===== src/smcg_pkg.sv =====
// Package: sleep mode clock gating constants, types and behaviour list
// Behaviour
// - Five software selectable power saving modes
// - Idle stops CPU, keeps SRAM, timers, SPI, interrupts
// - Power-down stops oscillator, wakes on interrupt/reset
// - Power-save keeps async timer and display running
// - Noise reduction keeps async timer, display, converter
// - Standby keeps crystal oscillator, rest sleeps
package smcg_pkg;
    // Mode codes of the software mode field
    localparam int SMCG_MODE_W = 3;
    localparam logic [2:0] SMCG_M_IDLE = 3'h0;
    localparam logic [2:0] SMCG_M_NOISE = 3'h1;
    localparam logic [2:0] SMCG_M_PDOWN = 3'h2;
    localparam logic [2:0] SMCG_M_PSAVE = 3'h3;
    localparam logic [2:0] SMCG_M_STBY = 3'h6;
    localparam logic [2:0] SMCG_MODE_RST = 3'h0;
    // Clock enable bundle, one bit per domain
    typedef struct packed {
        logic cpu;
        logic sram;
        logic timer;
        logic spi;
        logic irq;
        logic async_tmr;
        logic display;
        logic conv;
        logic osc;
    } smcg_clk_t;
    localparam smcg_clk_t SMCG_ALL_ON = 9'h1FF;
    // Wake sources
    typedef struct packed {
        logic ext_irq;
        logic async_irq;
        logic periph_irq;
        logic conv_done;
    } smcg_wake_t;
    typedef enum logic [1:0] {SMCG_RUN, SMCG_SLEEP, SMCG_WAKE} smcg_state_t;
endpackage : smcg_pkg


===== src/smcg_mode_decode.sv =====
// Mode decoder: clock enables and wake permission per sleep mode
`timescale 1ns/10ps
module smcg_mode_decode
    import smcg_pkg::*;
(
    input wire logic [SMCG_MODE_W-1:0] i_mode,
    input wire logic i_sleeping,
    input wire smcg_wake_t i_wake,
    output smcg_clk_t o_clk_en,
    output logic o_wake_ok,
    output logic o_mode_valid
);
    // Clock map; unknown codes leave everything running for safety
    always_comb begin
        o_clk_en = SMCG_ALL_ON;
        o_mode_valid = 1'b1;
        o_wake_ok = 1'b0;
        if (i_sleeping) begin
            o_clk_en = '0;
            case (i_mode)
                SMCG_M_IDLE: begin
                    o_clk_en = SMCG_ALL_ON;
                    o_clk_en.cpu = 1'b0;
                    o_wake_ok = |i_wake;
                end
                SMCG_M_NOISE: begin
                    o_clk_en.async_tmr = 1'b1;
                    o_clk_en.display = 1'b1;
                    o_clk_en.conv = 1'b1;
                    o_clk_en.osc = 1'b1;
                    o_clk_en.irq = 1'b1;
                    o_wake_ok = |i_wake;
                end
                SMCG_M_PDOWN: begin
                    o_wake_ok = i_wake.ext_irq;
                end
                SMCG_M_PSAVE: begin
                    o_clk_en.async_tmr = 1'b1;
                    o_clk_en.display = 1'b1;
                    o_wake_ok = i_wake.ext_irq | i_wake.async_irq;
                end
                SMCG_M_STBY: begin
                    o_clk_en.osc = 1'b1;
                    o_wake_ok = i_wake.ext_irq;
                end
                default: begin
                    o_clk_en = SMCG_ALL_ON;
                    o_mode_valid = 1'b0;
                end
            endcase
        end
    end
endmodule : smcg_mode_decode


===== src/smcg_ctrl.sv =====
// Top: sleep controller holding mode, request handling and wake
`timescale 1ns/10ps
module smcg_ctrl
    import smcg_pkg::*;
(
    input wire logic i_clk,
    input wire logic i_srst,
    input wire logic i_ce,
    input wire logic i_mode_we,
    input wire logic [SMCG_MODE_W-1:0] i_mode_wdata,
    input wire logic i_sleep_req,
    input wire smcg_wake_t i_wake,
    output logic [SMCG_MODE_W-1:0] o_mode,
    output logic o_sleeping,
    output smcg_clk_t o_clk_en,
    output logic o_wake_pulse
);
    smcg_state_t state_q;
    logic [SMCG_MODE_W-1:0] mode_q;
    logic wake_q;
    logic wake_ok;
    logic mode_valid;
    smcg_clk_t clk_en;
    // Wake pin synchroniser, one bit per wake source
    localparam int WAKE_W = $bits(smcg_wake_t);
    logic [WAKE_W-1:0] wake_s1_q;
    logic [WAKE_W-1:0] wake_s2_q;
    logic [WAKE_W-1:0] wake_s3_q;
    logic [WAKE_W-1:0] wake_filt_q;
    logic [WAKE_W-1:0] wake_filt_d;
    smcg_wake_t wake_seen;

    smcg_mode_decode u_dec (
        .i_mode(mode_q),
        .i_sleeping(state_q == SMCG_SLEEP),
        .i_wake(wake_seen),
        .o_clk_en(clk_en),
        .o_wake_ok(wake_ok),
        .o_mode_valid(mode_valid)
    );

    // Wake sources come from pins and the async timer domain, so
    // they pass three stages before any decision is made on them
    always_ff @(posedge i_clk) begin
        if (i_srst) begin
            wake_s1_q <= '0;
            wake_s2_q <= '0;
            wake_s3_q <= '0;
        end else if (i_ce) begin
            wake_s1_q <= i_wake;
            wake_s2_q <= wake_s1_q;
            wake_s3_q <= wake_s2_q;
        end
    end

    // A change counts once stages two and three agree; costs a
    // cycle of latency but a one-cycle glitch never wakes the chip
    for (genvar gi = 0; gi < WAKE_W; gi++) begin : g_wake_filt
        assign wake_filt_d[gi] = (wake_s2_q[gi] == wake_s3_q[gi]) ?
            wake_s2_q[gi] : wake_filt_q[gi];
    end

    // Filtered wake level, the only copy the decoder ever sees
    always_ff @(posedge i_clk) begin
        if (i_srst) begin
            wake_filt_q <= '0;
        end else if (i_ce) begin
            wake_filt_q <= wake_filt_d;
        end
    end

    assign wake_seen = smcg_wake_t'(wake_filt_q);

    // Mode field; writes ignored while asleep since the CPU is stopped
    always_ff @(posedge i_clk) begin
        if (i_srst) begin
            mode_q <= SMCG_MODE_RST;
        end else if (i_ce && i_mode_we && state_q == SMCG_RUN) begin
            mode_q <= i_mode_wdata;
        end
    end

    // Sleep sequencing; an invalid code leaves sleep on the next enabled cycle
    always_ff @(posedge i_clk) begin
        if (i_srst) begin
            state_q <= SMCG_RUN;
        end else if (i_ce) begin
            case (state_q)
                SMCG_RUN: begin
                    if (i_sleep_req && !i_mode_we) begin
                        state_q <= SMCG_SLEEP;
                    end
                end
                SMCG_SLEEP: begin
                    if (!mode_valid || wake_ok) begin
                        state_q <= SMCG_WAKE;
                    end
                end
                SMCG_WAKE: begin
                    state_q <= SMCG_RUN;
                end
                default: begin
                    state_q <= SMCG_RUN;
                end
            endcase
        end
    end

    // Registered clock enables and wake pulse
    always_ff @(posedge i_clk) begin
        if (i_srst) begin
            o_clk_en <= SMCG_ALL_ON;
            wake_q <= 1'b0;
        end else if (i_ce) begin
            o_clk_en <= clk_en;
            wake_q <= (state_q == SMCG_SLEEP) && wake_ok;
        end
    end

    assign o_mode = mode_q;
    assign o_sleeping = (state_q == SMCG_SLEEP);
    assign o_wake_pulse = wake_q;
endmodule : smcg_ctrl


===== config.mk =====
export PLATFORM = sky130hd
export DESIGN_NAME = smcg_ctrl
export DESIGN_NICKNAME = d
export VERILOG_FILES = /design/src/smcg_pkg.sv /design/src/smcg_mode_decode.sv /design/src/smcg_ctrl.sv
export SDC_FILE = /design/constraint.sdc
export NUM_CORES = 1
export LEC_CHECK = 0
export BUFFER_PORTS_ARGS = -buffer_cell sky130_fd_sc_hd__buf_2
export CAP_MARGIN = 30
export CORE_MARGIN = 2
export CORE_UTILIZATION = 50
export DETAILED_ROUTE_END_ITERATION = 10
export PLACE_DENSITY_LB_ADDON = 0.05
export SLEW_MARGIN = 0
export SYNTH_ARGS = -nofsm -noshare
export SYNTH_HDL_FRONTEND = slang
export SYNTH_SLANG_ARGS = --single-unit

===== constraint.sdc =====
create_clock -name i_clk -period 2.8 [get_ports i_clk]
set_input_delay 0.42 -clock i_clk [delete_from_list [all_inputs] [get_ports i_clk]]
set_output_delay 0.42 -clock i_clk [all_outputs]
set_load 0.02 [all_outputs]

==> qor.csv, run 1 <==
metric;value;unit
crit_path_end_kind;output pin;
worst-path-buf-inv;1;
grt_pass1_vias;767;
tightestPinTransition;595;ps
synth_cells;123;
nFillCells;210;
cap_viol_max_count;0;
ys.flop_type;dfxtp_1;
synth_cell_types;30;
drcViolationCount;0;
required;2380;ps
cts_resized;0;
avgSynthCellArea;9.21;sq um
clk_path_buf_depth;2;
final.setup.tns;0;ps
cp_slowest_cell;dfxtp_1;
synthTopCellsByArea;dfxtp_1, mux2i_1, nor2_1;
met1_usage;0.203;
cts_tree;done;
synth_top_area_share;0.477;
io_pins;26;
die_h;51.6;um
areaGrowthSynthToFinish;10.4;%
ys_warn_count;0;
postCtsHoldBufs;0;
die_w;51.6;um
coreArea;0.00217;sq mm
reg2reg_depth;4;
outcome;finished clean;
cts.sinks;27;
path_clk_slew;140;ps
crit_chain;and2b_1 > buf_2;
synth_compound_gate_area_share;0.145;
ant_nets;0;
hp-class;in -> reg;
powerDensity;516;mW/mm^2
max_freq;0.631;GHz
grtUsageMet3;0.0259;
dp_hpwl;1350;um
wl_per_cell;11.5;um
cp_top_family;flip-flops;
setup_viol;0;
grtUsageMet2;0.274;
post_cts_buffers;0;
wirelength;1960;um
fin_crit;1590;ps
antenna_found_initial;0;
path_depth;2;
cp-start-kind;flop;
top_usage_layer;met2;
vdd_drop_max;0.335;mV
synth-adder-area-share;0;
vias;872;
ys_seq_elements;27;
synth_xor_area_frac;0;
crit_arrival;1170;ps
cts_buffers;3;
gp_congestion;0.814;
grt_setup_unrepaired;no;
slew_violations;0;
whs_path_depth;3;
fp.dieArea;0.00266;sq mm
io_buffers;25;
yosysSeqAreaShare;0.477;
drt_iter0_markers;16;
first_pass_iters;4;
criticalPathCategory;reg -> out;
slowest_delay;430;ps
synth_edf_count;0;
synth_top_family_by_area;simple AND/OR/NAND/NOR gates;
antenna_cells;0;
cts-htree-levels;1;
skew;4.89;ps
p_leak;0.515;nW
start_util;0.522;
cts_root_buf;clkbuf_4;
grt_overflow_total;0;
grt_usage;0.165;
syn_area;0.00113;sq mm
slew_headroom;0.604;
async_reset_ff_frac;0;
fin_nets;155;
muxShareOfSynthArea;0.106;
hold_viol_final;0;
grt_max_degree;31;
syn_nets;135;
period_share;0.566;
cp_max_fo;5;
synthSimpleGateAreaFrac;0.196;
grt_pass1_wl;3290;um
placementRows;17;
synth_top_area_cell;dfxtp_1;
clkLatencyLatePin;320;ps
vias_per_cell;5.13;
finish.utilization;0.576;
layout-drive-gt1-share;0.232;
==> metal layers <==
| layer | vias to the layer above | routed length, um |
|---|---|---|
| met3 | 2 | 83 |
| met4 | 0 | 17 |
| li1 | 459 | - |
| met1 | 391 | 939 |
| met2 | 20 | 921 |
| met5 | - | 0 |
==> cell families after synthesis <==
| family | Yosys count |
|---|---|
| compound gates | 26 |
| mux | 12 |
| flops | 27 |
| simple gates | 44 |
| buf+inv | 14 |
==> power by group <==
part	internal (mW)	leakage (nW)	switching [mW]
Sequential	0.397	0.220	0.0117
Combinational	0.0313	0.281	0.0424
Clock	0.0557	0.0150	0.107
Total	0.484	0.515	0.162
==> sequential cells by signal (all words and copies together), names as in the netlist <==
name	cells
o_clk_en	5
wake_s1_q	4
wake_filt_q	4
wake_s3_q	4
o_wake_pulse	1
wake_s2_q	4
o_mode	3
state_q	2
==> per-stage QoR <==
stage                     area [sq um]  cells  setup WS (ps)  hold WS [ps]  power, mW
final                             1250    170           1210           324      0.645
after global routing              1250    170           1130           319      0.675
after CTS                         1250    170           1200           313      0.655
after detailed placement          1220    166           1180           468      0.491
after global placement            1220    166           1190           457      0.490
after floorplan                   1130    123           1600           444      0.473
==> tightest hold or removal path: stages <==
cell and delay (ps):
buf_2 80, a21oi_1 50, nor2_1 70
==> cells in the final DEF (no fill, tap or decap), drive strengths merged <==
cell     count
a21o         2
a21oi        7
a22oi        1
and2         2
and2b        1
and4bb       1
buf         25
clkbuf       4
dfxtp       27
inv          4
mux2i       12
nand2        4
nand2b       3
nand3        2
nand4b       1
nor2        24
nor2b        1
nor3         3
nor4         2
o2111ai      1
o21ai        9
o21bai       1
o22ai        1
o2bb2ai      1
o32ai        3
==> cell usage after synthesis (2+ instances only) <==
cell / instances
a21o_1: 2
and2_1: 2
clkbuf_1: 2
a21oi_1: 7
nor3_1: 3
dfxtp_1: 27
inv_1: 3
nor2_1: 24
nand2b_1: 3
nand3_1: 2
o32ai_1: 3
nand2_1: 4
buf_4: 6
o21ai_0: 8
mux2i_1: 12
==> layout make-up <==
| class | instances | area [sq um] | area share |
|---|---|---|---|
| Clock buffer | 4 | 26.3 | 0.0210 |
| Inverter | 4 | 17.5 | 0.0140 |
| Multi-Input combinational cell | 82 | 505 | 0.404 |
| Sequential cell | 27 | 541 | 0.432 |
| Tap cell | 28 | 35.0 | 0.0280 |
| Timing Repair Buffer | 25 | 125 | 0.100 |
==> final timing paths <==
kind              slack, ps            start            to
setup / recovery       1210       state_q[0]    o_sleeping
hold / removal          320  i_mode_wdata[2]     o_mode[2]
setup reg to reg       1550        o_mode[1]   o_clk_en[4]
hold reg to reg         480     o_wake_pulse  o_wake_pulse
No activity file was read; power rests on OpenSTA's default activity.
==> run 2, diff against run 1 <==
--- a/config.mk
+++ b/config.mk
@@ -8,7 +8,7 @@
 export BUFFER_PORTS_ARGS = -buffer_cell sky130_fd_sc_hd__buf_2
 export CAP_MARGIN = 30
 export CORE_MARGIN = 2
-export CORE_UTILIZATION = 50
+export CORE_UTILIZATION = 46
 export DETAILED_ROUTE_END_ITERATION = 10
 export PLACE_DENSITY_LB_ADDON = 0.05
 export SLEW_MARGIN = 0
==> constraint.sdc (replaced) <==
create_clock -name i_clk -period 1.3 [get_ports i_clk]
set_input_delay 0.195 -clock i_clk [delete_from_list [all_inputs] [get_ports i_clk]]
set_output_delay 0.195 -clock i_clk [all_outputs]
set_load 0.02 [all_outputs]
==> qor.csv, run 2 (synthesized netlist as in run 1, its figures left out) <==
metric;value;unit
io_buffers;25;
drcViolationCount;0;
power.total;1.42;mW
final_cells;176;
cp_top_family;flip-flops;
finalInstanceArea;0.00131;sq mm
die_w;53.6;um
die_h;53.6;um
path_clk_slew;140;ps
cp_slowest_cell;dfxtp_4;
required;1110;ps
slowest_delay;380;ps
ant_nets;0;
cts_root_buf;clkbuf_4;
cts_buffers;3;
r2r-start;state_q[1];
place_area;0.00125;sq mm
grt_usage;0.167;
skew;5.66;ps
finish.utilization;0.574;
fin_nets;161;
post-place-cells;169;
reg2reg_depth;4;
clkLatencyLatePin;310;ps
mostFrequentLayoutCell;dfxtp_1;
grt_overflow_total;0;
wl_per_cell;11.9;um
fp.dieArea;0.00287;sq mm
cts.sinks;27;
criticalPathCategory;reg -> out;
slew_violations;0;
coreArea;0.00228;sq mm
crit_path_end_kind;output pin;
final_cell_mix;dfxtp_1, nor2_1, buf_2, mux2i_1, o21ai_0;
crit_arrival;1050;ps
min_to;wake_s1_q[3];
start_util;0.498;
fin_crit;1250;ps
vdd_drop_max;0.568;mV
antenna_found_initial;0;
p_leak;0.547;nW
worst-path-buf-inv;1;
vias;883;
r2r_end;o_mode[0];
cap_viol_max_count;0;
regMostFlops;o_clk_en;
wirelength;2100;um
areaGrowthSynthToFinish;15.5;%
largest_register_ffs;5;
crit_chain;and2b_2 > buf_6;
nFillCells;216;
cp-start-kind;flop;
antenna_cells;0;
layout-drive-gt1-share;0.284;
dp_hpwl;1520;um
grt_pass1_wl;3510;um
whs_path_depth;3;
setup_viol;0;
tightestPinTransition;317;ps
hold_viol_final;0;
clk_path_buf_depth;2;
slew_headroom;0.788;
min_from;i_wake[3];
cp_max_fo;5;
cts-htree-levels;1;
hp-class;in -> reg;
powerDensity;1090;mW/mm^2
max_freq;0.800;GHz
vias_per_cell;5.02;
rrSetupSlack;120;ps
post-place-ws;156;ps
setup_slack;50.8;ps
period_share;0.961;
io_pins;26;
placementRows;17;
grt_max_degree;17;
cts_tree;done;
first_pass_iters;2;
drt_iter0_markers;4;
gp_congestion;0.854;
grt_pass1_vias;754;
multiInputGateArea;507;sq um
outcome;finished clean;
regArea;546;sq um
## run 2: cell count changes in the layout (fill, tap and decap cells not counted), sizes merged
cell,change
buf,+6
## run 2: area by class of cell
| type | count | area share |
|---|---|---|
| Clock buffer | 4 | 0.0201 |
| Tap cell | 28 | 0.0268 |
| Sequential cell | 27 | 0.417 |
| Multi-Input combinational cell | 82 | 0.388 |
| Timing Repair Buffer | 31 | 0.135 |
| Inverter | 4 | 0.0134 |
## run 2: through the flow
| stage | setup TNS (ps) | hold slack, ps |
|---|---|---|
| final | 0 | 104 |
| after global routing | -0.216 | 94.8 |
| after global placement | 0 | 431 |
| after CTS | 0 | 97.1 |
| after detailed placement | 0 | 437 |
| after floorplan | 0 | 334 |
## run 2: power by group
part | switching (mW) | leakage (nW) | total [mW] | internal, mW
sequential | 0.0235 | 0.221 | 0.879 | 0.856
combinational | 0.100 | 0.312 | 0.188 | 0.0881
clock | 0.232 | 0.0150 | 0.352 | 0.120
total | 0.356 | 0.547 | 1.42 | 1.06
## run 2: how the worst max path moves through the flow
stage / startpoint / endpoint / slack [ps] / cells after the start
2_1_floorplan: o_mode[1] / state_q[1] / 100 / 4
3_3_place_gp: o_mode[1] / state_q[1] / 190 / 4
3_5_place_dp: o_mode[1] / state_q[1] / 160 / 4
4_1_cts: state_q[1] / o_sleeping / 9 / 2
5_1_grt: state_q[0] / o_sleeping / -0.2 / 2
6_report: state_q[0] / o_sleeping / 50 / 2
## run 2: layer usage
layer  global-route usage  up-vias  share of wire
met5                    0        -              0
met4               0.0641        0              0
met3               0.0250        0          0.031
met2                0.261       11           0.48
met1                0.233      400           0.49
li1                     -      472              -
## run 2: tightest hold or removal path, stage by stage
cell     delay [ps]
buf_2            70
mux2i_1          50
nor2_1           70
## run 2: repair_timing
item	in CTS	in global routing
endpoints found under the hold margin	0	0
resized for setup	3	3
buffers inserted	1	2
hold buffers	0	0
endpoints found under the setup margin	1	1
==> run 3, diff against run 2 <==
--- a/config.mk
+++ b/config.mk
@@ -10,7 +10,7 @@
 export CORE_MARGIN = 2
 export CORE_UTILIZATION = 46
 export DETAILED_ROUTE_END_ITERATION = 10
-export PLACE_DENSITY_LB_ADDON = 0.05
+export PLACE_DENSITY = 0.72
 export SLEW_MARGIN = 0
 export SYNTH_ARGS = -nofsm -noshare
 export SYNTH_HDL_FRONTEND = slang
==> qor.csv, run 3 (synthesized netlist as in run 1, its figures left out) <==
metric;value;unit
finalInstanceArea;0.00132;sq mm
largest_register_ffs;5;
fp.dieArea;0.00287;sq mm
cp-start-kind;flop;
gp_congestion;0.818;
criticalPathCategory;reg -> out;
fin_crit;1240;ps
slowest_delay;380;ps
required;1110;ps
areaGrowthSynthToFinish;16.5;%
skew;10.7;ps
final_cells;174;
cts_root_buf;clkbuf_4;
clkLatencyLatePin;320;ps
period_share;0.952;
slew_headroom;0.767;
fin_nets;159;
grt_usage;0.173;
start_util;0.498;
path_depth;2;
cp_max_fo;4;
place_area;0.00126;sq mm
postCtsHoldBufs;0;
layout-drive-gt1-share;0.281;
die_w;53.6;um
post-place-ws;82.4;ps
hold_viol_final;0;
first_pass_iters;4;
grt_max_degree;23;
outcome;finished clean;
setup_slack;61.9;ps
tightestPinTransition;348;ps
final.setup.tns;0;ps
drt_iter0_markers;15;
p_leak;0.547;nW
whs_path_depth;3;
regMostFlops;o_clk_en;
p_comb_frac;0.134;
die_h;53.6;um
cp_top_family;flip-flops;
slew_violations;0;
max_freq;0.808;GHz
vdd_drop_max;0.829;mV
wl_per_cell;12.3;um
reg2reg_depth;5;
cp_slowest_cell;dfxtp_4;
io_pins;26;
vias_per_cell;5.22;
dp_hpwl;1560;um
cts-htree-levels;1;
ant_nets;0;
drcViolationCount;0;
crit_chain;and2b_2 > buf_6;
cts.sinks;27;
switching_share;0.248;
coreArea;0.00228;sq mm
vias;909;
cts_tree;done;
antenna_cells;0;
antenna_found_initial;0;
crit_arrival;1040;ps
p_switching;351;uW
p_clk_frac;0.245;
post-place-cells;168;
hp-class;in -> reg;
p_int;1.06;mW
seqPwrFrac;0.621;
fin_worst_hold_slack;105;ps
path_clk_slew;140;ps
io_buffers;25;
grt_pass1_vias;807;
grt_pass1_wl;3570;um
placementRows;17;
cap_viol_max_count;0;
crit_path_end_kind;output pin;
final_cell_mix;nor2_1, buf_2, dfxtp_1, mux2i_1, o21ai_0;
wirelength;2130;um
nFillCells;192;
worst-path-buf-inv;1;
clk_path_buf_depth;2;
grt_overflow_total;0;
setup_viol;0;
cts_buffers;3;
powerDensity;1070;mW/mm^2
-- run 3: through the flow --
step | total power [mW] | utilization
2_1_floorplan | 1.02 | -
3_3_place_gp | 1.07 | 0.555
3_5_place_dp | 1.07 | 0.555
4_1_cts | 1.43 | 0.572
5_1_grt | 1.50 | 0.579
6_report | 1.42 | 0.579
-- run 3: worst register-to-register path: cells and delay by family (launching register included) --
| family | cells | cell delay [ps] |
|---|---|---|
| AOI/OAI and AO/OA | 2 | 200 |
| and+or+nand+nor | 2 | 390 |
| buffers and inverters | 1 | 130 |
| DFF | 1 | 380 |
-- run 3: layout make-up --
class	instances	area [sq um]	share of cell area
flip-flops and latches	27	547	0.415
multi-input cells	82	507	0.384
well taps	28	35.0	0.0266
clock buffers	4	26.3	0.0199
repair buffers	29	186	0.141
inverters	4	17.5	0.0133
-- run 3: routing by layer --
metal | GRT usage | vias to the layer above | share of wire
met5 | 0 | - | 0
met4 | 0.0897 | 0 | 0.0080
met3 | 0.0333 | 2 | 0.035
met2 | 0.290 | 17 | 0.49
met1 | 0.211 | 423 | 0.46
li1 | - | 467 | -
-- run 3: worst paths after layout --
| kind | from | endpoint | slack [ps] |
|---|---|---|---|
| worst min-delay path | i_mode_wdata[2] | o_mode[2] | 100 |
| worst min register to register | wake_s3_q[2] | wake_filt_q[2] | 490 |
| worst max register to register | state_q[1] | state_q[1] | 100 |
| worst max-delay path | state_q[1] | o_sleeping | 60 |
-- run 3: what timing repair did --
item | in CTS | in global routing
resized for setup | 3 | 4
buffers inserted | 1 | 1
setup endpoints to repair | 1 | 3
-- run 3: power by group through the flow --
| stage | Clock [mW] | Sequential, mW | Combinational [mW] |
|---|---|---|---|
| global route | 0.403 | 0.886 | 0.209 |
| detailed placement | 0 | 0.898 | 0.176 |
| CTS | 0.364 | 0.881 | 0.183 |
| global placement | 0 | 0.897 | 0.172 |
| floorplan | 0 | 0.902 | 0.116 |
| finish | 0.347 | 0.880 | 0.189 |
